**config.mk**
```make
export PLATFORM = sky130hd
export DESIGN_NAME = adm_mode_ctrl
export DESIGN_NICKNAME = d
export VERILOG_FILES = /design/src/core/adm_conv_timer.v /design/src/core/adm_mode_ctrl.v
export VERILOG_INCLUDE_DIRS = /design/src /design/src/core
export SDC_FILE = /design/constraint.sdc
export NUM_CORES = 1
export LEC_CHECK = 0
export BUFFER_PORTS_ARGS = -buffer_cell sky130_fd_sc_hd__buf_2
export CAP_MARGIN = 20
export CORE_MARGIN = 2
export CORE_UTILIZATION = 56
export CTS_CLUSTER_DIAMETER = 150
export DETAILED_ROUTE_END_ITERATION = 10
export PLACE_DENSITY = 0.85
export SLEW_MARGIN = 20
export SYNTH_ARGS = -nofsm -noshare
export SYNTH_HDL_FRONTEND = slang
export SYNTH_HIERARCHICAL = 1
export SYNTH_SLANG_ARGS = --single-unit
```
**constraint.sdc**
```tcl
create_clock -name core_clk -period 7.1 [get_ports core_clk]
set_clock_uncertainty 0.05 [all_clocks]
set_input_delay 1.42 -clock core_clk [delete_from_list [all_inputs] [get_ports core_clk]]
set_output_delay 1.42 -clock core_clk [all_outputs]
set_load 0.01 [all_outputs]
```
**src/core/adm_consts.vh**
```
// Constants for the converter mode control block
`ifndef ADM_CONSTS_VH
`define ADM_CONSTS_VH
// ==================================================================
// Register map (byte addresses)
`define ADM_MODE_OFF      12'h000
`define ADM_STAT_OFF      12'h004
`define ADM_MODE_RESET    8'h00
// ==================================================================
// Mode register fields
`define ADM_CONV_EN_BIT   7
`define ADM_SCAN_BIT      6
`define ADM_DIV_HI        5
`define ADM_DIV_LO        3
`define ADM_HS5_BIT       2
`define ADM_HS3_BIT       1
`define ADM_BOOST_BIT     0
// ==================================================================
// Status register fields
`define ADM_ST_BUSY_BIT   0
`define ADM_ST_REF_BIT    1
`define ADM_ST_RDY_BIT    2
`define ADM_ST_BAD_BIT    3
// ==================================================================
// Timing
`define ADM_CLK_MHZ       50
`define ADM_SETTLE_HS_US  1
`define ADM_SETTLE_NM_US  14
// Settle counts in core_clk cycles at 50 MHz, sized for the settle counter
`define ADM_SETTLE_HS_CYC 10'd50
`define ADM_SETTLE_NM_CYC 10'd700
// ==================================================================
// Conversion periods in core_clk cycles, 5 V high-speed timing
`define ADM_PER_HS5_0     9'h048
`define ADM_PER_HS5_1     9'h036
`define ADM_PER_HS5_2     9'h024
`define ADM_PER_HS5_3     9'h012
// ==================================================================
// Conversion periods, 3 V high-speed timing
`define ADM_PER_HS3_0     9'h060
`define ADM_PER_HS3_1     9'h048
`define ADM_PER_HS3_2     9'h030
`define ADM_PER_HS3_3     9'h018
`define ADM_PER_HS3_4     9'h0e0
`define ADM_PER_HS3_5     9'h0a8
`define ADM_PER_HS3_6     9'h070
`define ADM_PER_HS3_7     9'h038
// ==================================================================
// Conversion periods, normal timing
`define ADM_PER_NM_0      9'h120
`define ADM_PER_NM_1      9'h0f0
`define ADM_PER_NM_2      9'h0c0
`define ADM_PER_NM_4      9'h090
`define ADM_PER_NM_5      9'h078
`define ADM_PER_NM_6      9'h060
`endif

```
**src/core/adm_conv_timer.v**
```verilog
// Conversion period decoder and cycle counter
`timescale 1ns/1ps
`include "adm_consts.vh"
module adm_conv_timer (
   // Clock and reset
   input  wire       core_clk,
   input  wire       rst_n,
   input  wire       clk_en,
   // Control
   input  wire       run,
   input  wire       restart,
   input  wire       hs5,
   input  wire       hs3,
   input  wire [2:0] div,
   // Status
   output reg        done,
   output reg        bad_cfg
);
   // ==================================================================
   // Period decode
   reg  [8:0] period;
   reg  [8:0] cnt_q;
   always @* begin
      bad_cfg = 1'b0;
      period  = `ADM_PER_NM_0;
      if (hs5 && hs3) begin
         bad_cfg = 1'b1;
      end else if (hs5) begin
         case (div)
            3'h0:    period = `ADM_PER_HS5_0;
            3'h1:    period = `ADM_PER_HS5_1;
            3'h2:    period = `ADM_PER_HS5_2;
            3'h3:    period = `ADM_PER_HS5_3;
            default: bad_cfg = 1'b1;
         endcase
      end else if (hs3) begin
         case (div)
            3'h0:    period = `ADM_PER_HS3_0;
            3'h1:    period = `ADM_PER_HS3_1;
            3'h2:    period = `ADM_PER_HS3_2;
            3'h3:    period = `ADM_PER_HS3_3;
            3'h4:    period = `ADM_PER_HS3_4;
            3'h5:    period = `ADM_PER_HS3_5;
            3'h6:    period = `ADM_PER_HS3_6;
            default: period = `ADM_PER_HS3_7;
         endcase
      end else begin
         case (div)
            3'h0:    period = `ADM_PER_NM_0;
            3'h1:    period = `ADM_PER_NM_1;
            3'h2:    period = `ADM_PER_NM_2;
            3'h4:    period = `ADM_PER_NM_4;
            3'h5:    period = `ADM_PER_NM_5;
            3'h6:    period = `ADM_PER_NM_6;
            default: bad_cfg = 1'b1;
         endcase
      end
   end
   // ==================================================================
   // Counter
   always @(posedge core_clk or negedge rst_n) begin
      if (!rst_n) begin
         cnt_q <= 9'h000;
         done  <= 1'b0;
      end else if (clk_en) begin
         done <= 1'b0;
         // Prohibited codes clear the counter rather than run a bogus period
         if (!run || restart || bad_cfg) begin
            cnt_q <= 9'h000;
         end else if (cnt_q == period - 9'h001) begin
            cnt_q <= 9'h000;
            done  <= 1'b1;
         end else begin
            cnt_q <= cnt_q + 9'h001;
         end
      end
   end
endmodule

```
**src/core/adm_mode_ctrl.v**
```verilog
// Converter mode register with APB access and boost reference sequencing
// Operation
// Conversion enable 0 stops conversion, 1 permits it
// Mode bit 0 selects one channel, 1 scans channels
// 5V high-speed: codes 0-3 give 72,54,36,18 clocks; others prohibited
// 3V high-speed: codes give 96,72,48,24,224,168,112,56 clocks
// Normal: 288,240,192,144,120,96 clocks; codes 3 and 7 prohibited
// Software never sets both high-speed bits
// Boost enable 0 stops reference, 1 runs it
// Reset clears the mode register to zero
// Register accepts whole byte or single-bit accesses
// No writes while converting in normal timing
// High-speed same-value write during conversion restarts it
// No divider or speed change during conversion
// Software waits 1 us or 14 us before enabling conversion
// Pair 00 stopped, 01 standby, 1x converting
// 00 to 10 turns reference on; clearing with boost 0 turns off
// 00 to 11 turns reference on; clearing with boost 1 keeps it
// Software discards first result in software trigger mode
// Hardware trigger results used only after reference settled
// No access while running from subclock or internal oscillator
// Every completed conversion raises the interrupt request
// Clearing enable mid-conversion drops result without update
//
// The implementer's own choices: the APB slave port and the address map.
`timescale 1ns/1ps
`include "adm_consts.vh"
module adm_mode_ctrl (
   // Clock and reset
   input  wire        core_clk,
   input  wire        rst_n,
   input  wire        clk_en,
   // APB slave
   input  wire        psel,
   input  wire        penable,
   input  wire        pwrite,
   input  wire [11:0] paddr,
   input  wire [31:0] pwdata,
   input  wire [3:0]  pstrb,
   output wire        pready,
   output reg  [31:0] prdata,
   output wire        pslverr,
   // Converter control
   output reg         conv_active,
   output reg         scan_mode,
   output reg         boost_ref_on,
   output reg         conv_start,
   output reg         conversion_irq
);
   // ==================================================================
   // Registers
   reg  [7:0]  mode_q;
   reg  [7:0]  mode_d;
   reg         ref_q;
   reg  [9:0]  settle_q;
   wire        wr;
   wire        wr_mode;
   wire        rd_ok;
   wire        conv_en;
   wire        hs5;
   wire        hs3;
   wire        hs_mode;
   wire        restart;
   wire        done;
   wire        bad_cfg;
   wire        ref_rdy;
   reg         run_q;

   assign conv_en = mode_q[`ADM_CONV_EN_BIT];
   assign hs5     = mode_q[`ADM_HS5_BIT];
   assign hs3     = mode_q[`ADM_HS3_BIT];
   assign hs_mode = hs5 ^ hs3;

   // ==================================================================
   // APB decode
   // Zero wait states; unmapped addresses answer with an error
   assign pready  = 1'b1;
   assign rd_ok   = (paddr == `ADM_MODE_OFF) || (paddr == `ADM_STAT_OFF);
   assign pslverr = psel && penable && !rd_ok;
   assign wr      = psel && penable && pwrite && clk_en;
   assign wr_mode = wr && (paddr == `ADM_MODE_OFF) && pstrb[0];
   // Same-value write while converting in high-speed timing
   assign restart = wr_mode && conv_en && hs_mode
                    && (pwdata[7:0] == mode_q);

   // Byte lane 0 carries the whole byte; single-bit writes are
   // read-modify-write on the bus side
   always @* begin
      mode_d = mode_q;
      if (wr_mode) begin
         mode_d = pwdata[7:0];
      end
   end

   always @(posedge core_clk or negedge rst_n) begin
      if (!rst_n) begin
         mode_q <= `ADM_MODE_RESET;
      end else if (clk_en) begin
         mode_q <= mode_d;
      end
   end

   // ==================================================================
   // Boost reference sequencing
   // Reference follows boost enable or conversion enable
   always @(posedge core_clk or negedge rst_n) begin
      if (!rst_n) begin
         ref_q    <= 1'b0;
         settle_q <= 10'h000;
      end else if (clk_en) begin
         ref_q <= mode_d[`ADM_BOOST_BIT] | mode_d[`ADM_CONV_EN_BIT];
         if (!ref_q) begin
            settle_q <= 10'h000;
         end else if (!ref_rdy) begin
            settle_q <= settle_q + 10'h001;
         end
      end
   end
   // Settling only reported; software owns the wait before enabling
   assign ref_rdy = hs_mode ? (settle_q >= `ADM_SETTLE_HS_CYC)
                            : (settle_q >= `ADM_SETTLE_NM_CYC);

   // ==================================================================
   // Conversion timer
   adm_conv_timer u_timer (
      .core_clk (core_clk),
      .rst_n    (rst_n),
      .clk_en   (clk_en),
      .run      (conv_en),
      .restart  (restart),
      .hs5      (hs5),
      .hs3      (hs3),
      .div      (mode_q[`ADM_DIV_HI:`ADM_DIV_LO]),
      .done     (done),
      .bad_cfg  (bad_cfg)
   );

   // ==================================================================
   // Outputs
   always @(posedge core_clk or negedge rst_n) begin
      if (!rst_n) begin
         conv_active    <= 1'b0;
         scan_mode      <= 1'b0;
         boost_ref_on   <= 1'b0;
         conv_start     <= 1'b0;
         conversion_irq <= 1'b0;
         run_q          <= 1'b0;
      end else if (clk_en) begin
         run_q          <= conv_en;
         conv_active    <= conv_en;
         scan_mode      <= mode_q[`ADM_SCAN_BIT];
         boost_ref_on   <= ref_q;
         // Start pulse on enable, after each result, and on restart
         conv_start     <= conv_en && !bad_cfg && (!run_q || done || restart);
         // Done is only produced while enabled, so a cleared enable drops it
         conversion_irq <= done && conv_en;
      end
   end

   // ==================================================================
   // Read mux
   always @* begin
      prdata = 32'h0000_0000;
      if (psel && !pwrite) begin
         if (paddr == `ADM_MODE_OFF) begin
            prdata = {24'h00_0000, mode_q};
         end else if (paddr == `ADM_STAT_OFF) begin
            prdata[`ADM_ST_BUSY_BIT] = conv_active;
            prdata[`ADM_ST_REF_BIT]  = ref_q;
            prdata[`ADM_ST_RDY_BIT]  = ref_rdy;
            prdata[`ADM_ST_BAD_BIT]  = bad_cfg;
         end
      end
   end
endmodule

```
# Word-level counts from Yosys, hierarchy flattened
# Cells that the tools add are included.
[totals]
inputBits = 54
output_inout_bits = 39
elab_cells = 81
reg_bits = 34
[classes]
n_bitwise = 2
order_cmp = 2
n_mux = 23
n_eq_ne = 10
add_sub_neg = 3
n_reduce_logical = 30
[ops]
columns = ["op", "n"]
rows = [
  ["case mux 8 bit (7 select lines)", 1],
  ["two-way mux 9 bit", 5],
  ["case mux 9 bit (5 select lines)", 1],
  ["case mux 9 bit (4 select lines)", 1],
  ["two-way mux 10 bit", 2],
  ["two-way mux 8 bit", 2],
  ["logical AND 1 bit", 14],
  ["== test 12 x 3 -> 1 bit (second input constant)", 1],
  ["zero test 12 bit", 1],
  ["two-way mux 4 bit", 3],
  ["adder 10 x 1 -> 10 bit (second input constant)", 1],
  [">= comparator 10 bit (second input constant)", 1],
  [">= comparator 10 x 6 -> 1 bit (second input constant)", 1],
  ["adder 9 x 1 -> 9 bit (second input constant)", 1],
  ["== test 3 bit (second input constant)", 3],
  ["== test 9 bit", 1],
  ["subtractor 9 x 1 -> 9 bit (second input constant)", 1],
  ["== test 8 bit", 1],
  ["two-way mux 1 bit", 8],
  ["== test 3 x 2 -> 1 bit (second input constant)", 2],
  ["OR reduction 6 bit", 1],
  ["zero test 1 bit", 5],
  ["logical OR 1 bit", 5],
  ["AND reduction 2 bit", 2],
  ["other kinds (6)", 6],
]

# Logic depth before layout (Yosys ltp)
# Gate-level depths: netlist of the first run.
[depth]
depth_word = 11
mapped_depth = 13
depth_no_buf = 11

# By module
# Netlist of the first run, hierarchy kept.
[modules_own_cells]
columns = ["module", "n_inst", "area_per_inst_um2", "seq_area_each_um2", "cells_per_inst"]
rows = [
  ["adm_mode_ctrl", 1, 1695.4, 600.6, 179],
  ["adm_conv_timer", 1, 1161.1, 250.2, 144],
]

# Worst setup path before layout of the first run
# Ideal clock, no wire load.
[synth_path]
path_type = "input port to output port"
from = "in paddr[8]"
to = "out prdata[2]"
t_arrival_ns = 2.600
cell_stages = 4
path_buffers = 0
t_required_ns = 5.630
slack_ns = 3.030
path_cell_list = "nor4_4 -> nand3_2 -> or3b_1 -> a211oi_1"
[synth_between]
elab_chain_len = 4
elab_cells_between_ends = 5
classes_between = "eq/ne: 1; mux: 3; reduce/logical: 1"
[synth_rtl]
columns = ["element", "line_no", "source"]
rows = [
  ["start: declaration", "adm_mode_ctrl.v:37", "input wire [11:0] paddr,"],
  ["== test 12 x 3 -> 1 bit (no line)", "n/a", ""],
  ["two-way mux 4 bit", "adm_mode_ctrl.v:167", "end else if (paddr == `ADM_STAT_OFF) begin"],
  ["two-way mux 4 bit *", "adm_mode_ctrl.v:165", "if (paddr == `ADM_MODE_OFF) begin"],
  ["two-way mux 8 bit *", "adm_mode_ctrl.v:164", "if (psel && !pwrite) begin"],
  ["end: declaration", "adm_mode_ctrl.v:41", "output reg [31:0] prdata,"],
]
# Every way passes the cells marked *; elsewhere a longest branch is shown, timed or not.

# Worst setup path after layout of the first run
[layout_path]
from = "in paddr[1]"
to = "out prdata[5]"
[layout_between]
elab_chain_len = 3
[layout_rtl]
columns = ["element", "line_no"]
rows = [
  ["zero test 12 bit (no line)", "n/a"],
  ["two-way mux 4 bit", "adm_mode_ctrl.v:165"],
  ["two-way mux 8 bit", "adm_mode_ctrl.v:164"],
]
# Every way passes these cells.

==> results of run 1 <==
-- worst max path at each step --
stage	startpoint	to	slack [ns]	cells past startpoint
global route	paddr[1]	prdata[7]	2.49	7
finish	paddr[1]	prdata[5]	2.62	7
detailed placement	paddr[1]	prdata[5]	2.61	7
CTS	paddr[1]	prdata[5]	2.61	7
floorplan	paddr[8]	prdata[2]	3.03	4
global placement	paddr[8]	prdata[7]	2.67	7
-- layout by cell type (no fill, tap or decap), types with 2 or more instances in the layout --
cell type	instances
o211ai_1	11
nor3_1	8
dfrtp_1	34
and4_1	3
or4_4	2
o21ai_1	3
nor4_4	5
nand2_1	18
conb_1	25
nor2b_1	3
nor4_1	2
and3_1	2
o21ai_0	7
xnor2_1	9
o221ai_1	2
or4_1	7
nor2_1	17
inv_1	14
o311ai_1	2
nand3b_1	2
xor2_1	5
nand2b_1	15
a211oi_1	4
ha_1	4
nor4bb_1	2
nand3_1	23
or3b_1	3
a31oi_1	8
mux2_1	10
mux2i_1	8
and2_1	5
buf_2	41
a32o_1	3
clkbuf_8	6
nor3b_1	2
a21oi_1	12
-- through the flow --
| step | setup WS (ns) | total power, mW | area, sq um | hold WS, ns | cells |
|---|---|---|---|---|---|
| 4_1_cts | 2.61 | 0.382 | 3040 | 0.446 | 419 |
| 3_3_place_gp | 2.67 | 0.229 | 2940 | 0.422 | 410 |
| 2_1_floorplan | 3.03 | 0.224 | 2940 | 0.428 | 346 |
| 6_report | 2.62 | 0.377 | 3040 | 0.449 | 419 |
| 3_5_place_dp | 2.61 | 0.229 | 2950 | 0.427 | 411 |
| 5_1_grt | 2.49 | 0.393 | 3040 | 0.454 | 419 |
-- cell type report --
| type | instances | area (sq um) |
|---|---|---|
| Inverter | 14 | 52.6 |
| Multi-Input combinational cell | 254 | 1750 |
| Fill cell | 420 | 1770 |
| Clock buffer | 6 | 82.6 |
| Sequential cell | 34 | 851 |
| Timing Repair Buffer | 42 | 213 |
| Tap cell | 67 | 83.8 |
| Clock inverter | 2 | 12.5 |
-- sequential cells by signal, indices dropped and copies added (netlist names) --
signal          cells
conversion_irq      1
conv_active         1
scan_mode           1
boost_ref_on        1
u_timer/done        1
u_timer/cnt_q       9
mode_q              8
settle_q           10
conv_start          1
ref_q               1
-- cells by family (layout without fill, tap and decap cells) --
family,Yosys count,in the layout
buffers and inverters,58,64
other,2,25
DFF,34,34
and+or+nand+nor,127,127
xor gates and xnor gates,15,15
AOI/OAI and AO/OA,65,65
adders and majority gates,4,4
muxes,18,18
-- critical path, delay by kind of cell --
family | cells | cell delay [ns]
buffers and inverters | 2 | 0.22
AND/OR/NAND/NOR | 5 | 1.38
-- per-layer routing --
| layer | track usage (%) | vias up | share of wire [%] |
|---|---|---|---|
| li1 | - | 1180 | - |
| met1 | 28.7 | 1145 | 45 |
| met2 | 36.0 | 72 | 49 |
| met3 | 3.97 | 11 | 4.4 |
| met4 | 8.97 | 0 | 2.0 |
| met5 | 0 | - | 0 |
-- report_power, final --
part / leakage, nW / switching [mW] / total, mW / internal (mW)
sequential: 0.474 / 0.000349 / 0.194 / 0.194
combinational: 0.864 / 0.0211 / 0.0313 / 0.0101
clock: 0.0472 / 0.0736 / 0.151 / 0.0779
total: 1.38 / 0.0950 / 0.377 / 0.282
==> reports/metrics.yaml, run 1 <==
outcome:
  status: "completed"
route:
  wire_per_inst_um: 13.7
  vias_per_cell: 5.75
  routed_wirelength_um: 5730
  drc: 0
  vias: 2408
  firstDrtPassIters: 5
  dr.first_iter.drc_count: 143
  postRouteAntennaNets: 0
worst_setup_path:
  cp_common_cell: "buf_2"
  crit_path_cell_trace: "buf_2 > nor3_1 > nand3_2 > or3b_1 > nor2_1 > and2_1 > buf_2"
  cp_slowest_cell: "or3b_1"
  rr_worst_depth: 10
  path_max_fanout: 5
  worstSetupStartpointType: "input pin"
  cp.arrival_ns: 3.01
  r2r-end: "u_timer/cnt_q[4]"
  critPathMaxStageDelay_ns: 0.46
  worstSetupPathType: "input pin to output pin"
  endpoint_kind: "output pin"
  required_ns: 5.63
  rr_startpoint: "mode_q[1]"
  reg2reg_setup_slack_ns: 4.05
placed_design:
  gp_congestion: 0.823
  dpl.hpwl_um: 4150
  portBuffers: 40
synthesis:
  yosysTopAreaCell: "dfrtp_1"
  synth.distinct_cells: 61
  syn_area_per_cell_sq_um: 8.84
  synth.area.mux_share_pct: 6.75
  yosysTopAreaCellShare_pct: 29.8
  yosys.area_share.simple_pct: 28.8
  seq_area_frac_synth_pct: 29.8
  synth_enable_flop_cells: 0
  synth_most_common_cell: "dfrtp_1"
  ys.flop_type: "dfrtp_1"
  synth_fa_ha_area_share_pct: 1.75
  synth_area_sq_um: 2860
  synth_xor_area_share_pct: 5.12
  synthCells: 323
  synth-compound-area-share_pct: 15.5
  async_reset_ff_share_pct: 100
  synth_top_family_by_area: "simple AND/OR/NAND/NOR gates"
  synthTopCellsByCount: "34 x dfrtp_1, 25 x buf_4, 23 x nand3_1, 18 x nand2_1, 17 x nor2_1"
  ys_warn_count: 6
  yosys_register_bits: 34
  yosys-top-cells-area: "dfrtp_1 30%, buf_4 6.6%, nand3_1 4.0%, mux2_1 3.9%, nor4_4 3.7%"
grt:
  antenna_found_initial: 0
  grt_pass1_vias: 2163
  grt_pass1_wl_um: 9660
  grt_use_total_pct: 22.0
  grt_max_degree: 35
  overflow: 0
cts:
  ctsResizeCount: 0
  holdBufCountCts: 0
  post_cts_buffers: 0
  htree_levels: 2
  clk_pin_slew_worst_paths_ns: 0.07
  clock_path_buffers: 2
  root_buffer: "clkbuf_8"
  numCtsBuffers: 5
  clk_latency_ns: 0.29
  cts_tree: "yes"
  cts.sinks: 34
timing:
  period_needed_ns: 4.48
  setup-violations-final: 0
  fmax_mhz: 223
  drv_slew: 0
  fin_tns_setup_ns: 0
  tightest_slew_ns: 0.753
  period_share_pct: 63.1
  report.final.hold_viol_count: 0
  rsz0062_at_grt: "false"
  slew_headroom_pct: 49.8
final_layout:
  num-nets-final: 409
  area_growth_syn_to_layout_pct: 6.53
  finalCoreUtilization_pct: 63.2
  diodes: 0
  drive_above_1_share_pct: 17.6
flow_run:
  max-cap-violations: 0
hold_path:
  holdPathEnd: "scan_mode"
  hold_start: "scan_mode"
  whs_path_depth: 1
  hold_path.class: "flop to flop"
die:
  die_area_sq_um: 5690
  coreArea_sq_um: 4820
  start_util_pct: 59.3
  fp.dieW_um: 75.4
  num_rows: 25
  ios: 93
  fp.dieH_um: 75.4
power_and_ir_drop:
  powerDensity_nw_per_um2: 124
  p_leak_nw: 1.38
  vdd_drop_max_uv: 97.0
Power figures use the tool's default switching activity.
==> run 2, diff against run 1 <==
--- a/config.mk
+++ b/config.mk
@@ -9,10 +9,10 @@
 export BUFFER_PORTS_ARGS = -buffer_cell sky130_fd_sc_hd__buf_2
 export CAP_MARGIN = 20
 export CORE_MARGIN = 2
-export CORE_UTILIZATION = 56
+export CORE_UTILIZATION = 47
 export CTS_CLUSTER_DIAMETER = 150
 export DETAILED_ROUTE_END_ITERATION = 10
-export PLACE_DENSITY = 0.85
+export PLACE_DENSITY = 0.76
 export SLEW_MARGIN = 20
 export SYNTH_ARGS = -nofsm -noshare
 export SYNTH_HDL_FRONTEND = slang
==> constraint.sdc (replaced) <==
create_clock -name core_clk -period 4.1 [get_ports core_clk]
set_clock_uncertainty 0.05 [all_clocks]
set_input_delay 0.82 -clock core_clk [delete_from_list [all_inputs] [get_ports core_clk]]
set_output_delay 0.82 -clock core_clk [all_outputs]
set_load 0.01 [all_outputs]
==> run 2 against run 1 <==
Compared with the run above: global-route usage shrank 3.1 points; sequential share of layout area shrank 0.26 points; count of clock-buffer cells in the layout grew 1; sequential cell count is the same; core utilization shrank 11 points; design area grew 0.95%; routed wire length grew 4.7%; power grew 73%; register-to-register slack lost 2.8 ns; critical path depth shrank 2; critical endpoint is now prdata[2].
==> reports/metrics.yaml, run 2 (synthesized netlist as in run 1, its figures left out) <==
timing:
  setup-violations-final: 0  # unchanged
  slew_headroom_pct: 47.6  # -2.2 points
  period_share_pct: 81.1
  tightest_slew_ns: 0.781  # +0.0284 ns
  fin_tns_setup_ns: 0  # unchanged
  period_needed_ns: 3.33
  report.final.hold_viol_count: 0  # unchanged
  rsz0062_at_grt: "false"
  drv_slew: 0  # unchanged
  fmax_mhz: 301
final_layout:
  top_regs: "settle_q x10, u_timer/cnt_q x9, mode_q x8"
  stdcell_count: 429  # +2.4%
  final_cell_mix: "40 x buf_2, 34 x dfrtp_1, 25 x conb_1"
  final_common_cell: "buf_2"
  drive_above_1_share_pct: 18.1  # +0.47 points
  area_growth_syn_to_layout_pct: 7.53
  fillCellCount: 554  # +32%
  seqCellArea_sq_um: 851  # unchanged
  top_register: "settle_q"
  largest_register_ffs: 10  # unchanged
  diodes: 0  # unchanged
  multiInputGateArea_sq_um: 1750  # +0.29%
  num-nets-final: 411  # +0.49%
cts:
  holdBufCountCts: 0  # unchanged
  post_cts_buffers: 0  # unchanged
  clk_latency_ns: 0.28  # about the same
  cts_tree: "yes"
  ctsResizeCount: 0  # unchanged
  htree_levels: 2  # unchanged
  clk_pin_slew_worst_paths_ns: 0.07  # about the same
  numCtsBuffers: 5  # unchanged
  cts.sinks: 34  # unchanged
  root_buffer: "clkbuf_8"
  clock_path_buffers: 2  # unchanged
route:
  drc: 0  # unchanged
  vias: 2459  # +2.1%
  wire_per_inst_um: 14.0  # +2.3%
  firstDrtPassIters: 4  # -1
  dr.first_iter.drc_count: 150  # +4.9%
  postRouteAntennaNets: 0  # unchanged
  routed_wirelength_um: 6000  # +4.7%
  vias_per_cell: 5.73  # -0.26%
grt:
  grt_use_total_pct: 18.9  # -3.1 points
  grt_pass1_wl_um: 10000  # +3.7%
  grt_pass1_vias: 2203  # +1.8%
  overflow: 0  # unchanged
  antenna_found_initial: 0  # unchanged
  grt_max_degree: 35  # unchanged
outcome:
  status: "completed"
worst_setup_path:
  crit_path_end: "prdata[2]"
  rr_worst_depth: 10  # unchanged
  path_max_fanout: 22  # +17
  r2r-end: "u_timer/cnt_q[4]"
  worstSetupStartpointType: "flop"
  startpoint: "mode_q[1]"
  reg2reg_setup_slack_ns: 1.22  # -2.83 ns
  rr_startpoint: "mode_q[1]"
  cp.arrival_ns: 2.46  # -0.55 ns
  required_ns: 3.23  # -2.40 ns
  worstSetupPathType: "flop to output pin"
  endpoint_kind: "output pin"
die:
  start_util_pct: 48.5  # -11 points
  die_area_sq_um: 6720  # +18%
  coreArea_sq_um: 5890  # +22%
  num_rows: 28  # +12%
  fp.dieW_um: 82.0  # +8.7%
  fp.dieH_um: 82.0  # +8.7%
  ios: 93  # unchanged
power_and_ir_drop:
  p_leak_nw: 1.40  # +1.2%
  p_int_mw: 0.490  # +74%
  powerDensity_nw_per_um2: 212  # +71%
  p_switching_mw: 0.161  # +70%
  finalPower_mw: 0.651  # +73%
  pwr-share-comb_pct: 8.5  # +0.2 points
  vdd_drop_max_uv: 142  # +46%
  power_frac_seq_pct: 51.7  # +0.2 points
  clkPwrFrac_pct: 39.8  # -0.4 points
  p_sw_share_pct: 24.8  # -0.44 points
placed_design:
  dp_cells: 421  # +2.4%
  dpl.hpwl_um: 4310  # +3.7%
  portBuffers: 40  # unchanged
  gp_congestion: 0.833  # +1.2%
hold_path:
  hold_path.class: "flop to flop"
flow_run:
  max-cap-violations: 0  # unchanged
==> run 2: cell count changes in the layout (fill, tap and decap cells not counted) <==
cell        delta
buf_4          +3
buf_2          -1
clkbuf_1       +1
clkinvlp_4     -1
nor3_1         -1
nor3_2         +1
==> run 2: how the worst min path moves through the flow <==
stage | start | end | slack [ns] | depth (start not counted)
2_1_floorplan | u_timer/done | u_timer/done | 0.43 | 1
3_3_place_gp | scan_mode | scan_mode | 0.42 | 1
3_5_place_dp | scan_mode | scan_mode | 0.43 | 1
4_1_cts | scan_mode | scan_mode | 0.44 | 1
5_1_grt | scan_mode | scan_mode | 0.46 | 1
6_report | scan_mode | scan_mode | 0.44 | 1
==> run 2: stage by stage <==
step                      setup WS, ns  cell area (sq um)  util (%)  hold slack, ns
after floorplan                   1.23               2940         -           0.428
after global placement           0.922               2980      50.6           0.422
after detailed placement         0.877               2980      50.6           0.426
after CTS                        0.761               3070      52.1           0.443
after global routing             0.604               3070      52.2           0.458
final                            0.773               3070      52.2           0.439
==> run 2: area by class of cell <==
type / count / share of cell area (%)
tap: 75 / 3.05
sequential: 34 / 27.7
timing repair buffer: 44 / 7.49
clock buffer: 7 / 2.81
multi-input combinational: 254 / 57.1
inverter: 14 / 1.71
clock inverter: 1 / 0.163
==> run 2: routing by layer <==
layer  vias to the layer above  GRT usage (%)  share of wire, %
met5                         -              0                 0
met4                         0           5.33               1.2
met3                         8           4.07               6.7
met2                       104           31.2                46
met1                      1159           24.8                46
li1                       1188              -                 -
==> run 2: power groups by stage <==
stage / clock network (mW) / logic [mW] / registers, mW
after detailed placement: 0 / 0.0558 / 0.343
final: 0.259 / 0.0554 / 0.336
after global routing: 0.279 / 0.0629 / 0.336
after floorplan: 0 / 0.0443 / 0.343
after global placement: 0 / 0.0551 / 0.343
after CTS: 0.262 / 0.0558 / 0.336
==> run 2: worst max-delay path, stage by stage (launching register included) <==
cell	delay (ns)
dfrtp_1	0.79
xor2_1	0.22
o21a_1	0.23
a211oi_1	0.57
a211oi_1	0.17
buf_2	0.18
==> run 3, diff against run 2 <==
--- a/config.mk
+++ b/config.mk
@@ -9,10 +9,10 @@
 export BUFFER_PORTS_ARGS = -buffer_cell sky130_fd_sc_hd__buf_2
 export CAP_MARGIN = 20
 export CORE_MARGIN = 2
-export CORE_UTILIZATION = 47
+export CORE_UTILIZATION = 52
 export CTS_CLUSTER_DIAMETER = 150
 export DETAILED_ROUTE_END_ITERATION = 10
-export PLACE_DENSITY = 0.76
+export PLACE_DENSITY = 0.8
 export SLEW_MARGIN = 20
 export SYNTH_ARGS = -nofsm -noshare
 export SYNTH_HDL_FRONTEND = slang
==> constraint.sdc (replaced) <==
create_clock -name core_clk -period 3.4 [get_ports core_clk]
set_clock_uncertainty 0.05 [all_clocks]
set_input_delay 0.68 -clock core_clk [delete_from_list [all_inputs] [get_ports core_clk]]
set_output_delay 0.68 -clock core_clk [all_outputs]
set_load 0.01 [all_outputs]
==> run 3 against run 2 <==
Compared with the run above: non-clock buffer count grew 3; sequential cell count unchanged; global-route usage rose by 2.5 points; combinational power rose by 20%; via count fell by 0.77%; hold slack worse by 0.033 ns; routed wire length grew 1.7%; core utilization rose by 7.1 points; die area decreased by 9.2%; sequential share of layout area fell by 0.15 points.
==> reports/metrics.yaml, run 3 (synthesized netlist as in run 1, its figures left out) <==
outcome:
  status: "completed"
timing:
  period_needed_ns: 2.96
  report.final.hold_viol_count: 0  # unchanged
  period_share_pct: 87.0
  drv_slew: 0  # unchanged
  slew_headroom_pct: 49.2  # +1.6 points
  fin_tns_setup_ns: 0  # unchanged
  rsz0062_at_grt: "false"
  fmax_mhz: 338
  worst_slack_ns: 0.440  # -0.332 ns
  setup-violations-final: 0  # unchanged
  tightest_slew_ns: 0.762  # -0.0196 ns
cts:
  clock_path_buffers: 2  # unchanged
  numCtsBuffers: 5  # unchanged
  root_buffer: "clkbuf_8"
  htree_levels: 2  # unchanged
  holdBufCountCts: 0  # unchanged
  ctsResizeCount: 0  # unchanged
  clk_pin_slew_worst_paths_ns: 0.08  # about the same
  clk_latency_ns: 0.29  # about the same
  cts.sinks: 34  # unchanged
  cts_tree: "yes"
  post_cts_buffers: 0  # unchanged
worst_setup_path:
  required_ns: 2.67  # -0.56 ns
  worstSetupStartpointType: "input pin"
  startpoint: "paddr[8]"
  worstSetupPathType: "input pin to output pin"
  rr_startpoint: "mode_q[3]"
  cp.arrival_ns: 2.23  # -0.23 ns
  path_max_fanout: 5  # -77%
  endpoint_kind: "output pin"
flow_run:
  max-cap-violations: 0  # unchanged
placed_design:
  dpl.hpwl_um: 4430  # +3.0%
  gp_congestion: 0.855  # +2.7%
  pre_cts_ws_ns: 0.431  # -0.446 ns
  portBuffers: 40  # unchanged
die:
  fp.dieW_um: 78.1  # -4.7%
  coreArea_sq_um: 5200  # -12%
  die_area_sq_um: 6100  # -9.2%
  num_rows: 26  # -7.1%
  start_util_pct: 54.9  # +6.3 points
  fp.dieH_um: 78.1  # -4.7%
  ios: 93  # unchanged
grt:
  grt_pass1_wl_um: 10700  # +6.9%
  grt_max_degree: 35  # unchanged
  overflow: 0  # unchanged
  antenna_found_initial: 0  # unchanged
  grt_use_total_pct: 21.4  # +2.5 points
  grt_pass1_vias: 2333  # +5.9%
power_and_ir_drop:
  vdd_drop_max_uv: 192  # +36%
  finalPower_mw: 0.789  # +21%
  p_leak_nw: 1.42  # +1.1%
  powerDensity_nw_per_um2: 256  # +21%
final_layout:
  top_regs: "settle_q x10, u_timer/cnt_q x9, mode_q x8"
  area_growth_syn_to_layout_pct: 8.10
  largest_register_ffs: 10  # unchanged
  finalCoreUtilization_pct: 59.3  # +7.1 points
  top_register: "settle_q"
  drive_above_1_share_pct: 18.8  # +0.69 points
  final_common_cell: "buf_2"
  num-nets-final: 414  # +0.73%
  final_cell_mix: "40 x buf_2, 34 x dfrtp_1, 25 x conb_1"
  diodes: 0  # unchanged
route:
  drc: 0  # unchanged
  vias: 2440  # -0.77%
  postRouteAntennaNets: 0  # unchanged
  wire_per_inst_um: 14.3  # +2.2%
  firstDrtPassIters: 4  # unchanged
  vias_per_cell: 5.71  # -0.31%
  routed_wirelength_um: 6110  # +1.7%
  dr.first_iter.drc_count: 140  # -6.7%
hold_path:
  hold_path.class: "input pin to async pin"
-- run 3: per-stage QoR --
| stage | cells | area (sq um) | hold slack, ns |
|---|---|---|---|
| final | 427 | 3090 | 0.406 |
| after global routing | 427 | 3090 | 0.453 |
| after floorplan | 346 | 2940 | 0.334 |
| after CTS | 427 | 3090 | 0.443 |
| after detailed placement | 419 | 3000 | 0.425 |
| after global placement | 419 | 2990 | 0.417 |
-- run 3: critical path, stage by stage --
cell and delay (ns):
buf_2 0.11, nor4_4 0.31, nand3_2 0.16, or3b_1 0.46, nor2_1 0.22, and2_1 0.16, buf_2 0.13
-- run 3: area by class of cell --
type                       instances  area (sq um)
inverter                          14          52.6
timing repair buffer              47           253
multi-input combinational        254          1750
tap                               70          87.6
sequential                        34           851
clock inverter                     1          5.00
fill                             471          2120
clock buffer                       7          86.3
-- run 3: metal layers --
layer / GRT usage, % / up-vias / share of wire [%]
li1: - / 1194 / -
met1: 27.9 / 1138 / 45
met2: 35.8 / 91 / 47
met3: 3.56 / 17 / 5.4
met4: 7.54 / 0 / 2.4
met5: 0 / - / 0
-- run 3: worst paths after layout --
check                                        end  depth (start not counted)  slack, ns
worst max-delay path                   prdata[7]                          7       0.44
worst min-delay path            u_timer/cnt_q[6]                          1       0.41
worst max register to register  u_timer/cnt_q[3]                         10       0.56
worst min register to register         scan_mode                          1       0.44
max in group asynchronous       u_timer/cnt_q[5]                          1       2.40
min in group core_clk                  scan_mode                          1       0.44
-- run 3: where the power goes --
group          switching (mW)  internal [mW]  leakage, nW
Sequential           0.000575          0.405        0.474
Clock                   0.154          0.164       0.0482
Combinational          0.0447         0.0219        0.894
Total                   0.199          0.591         1.42
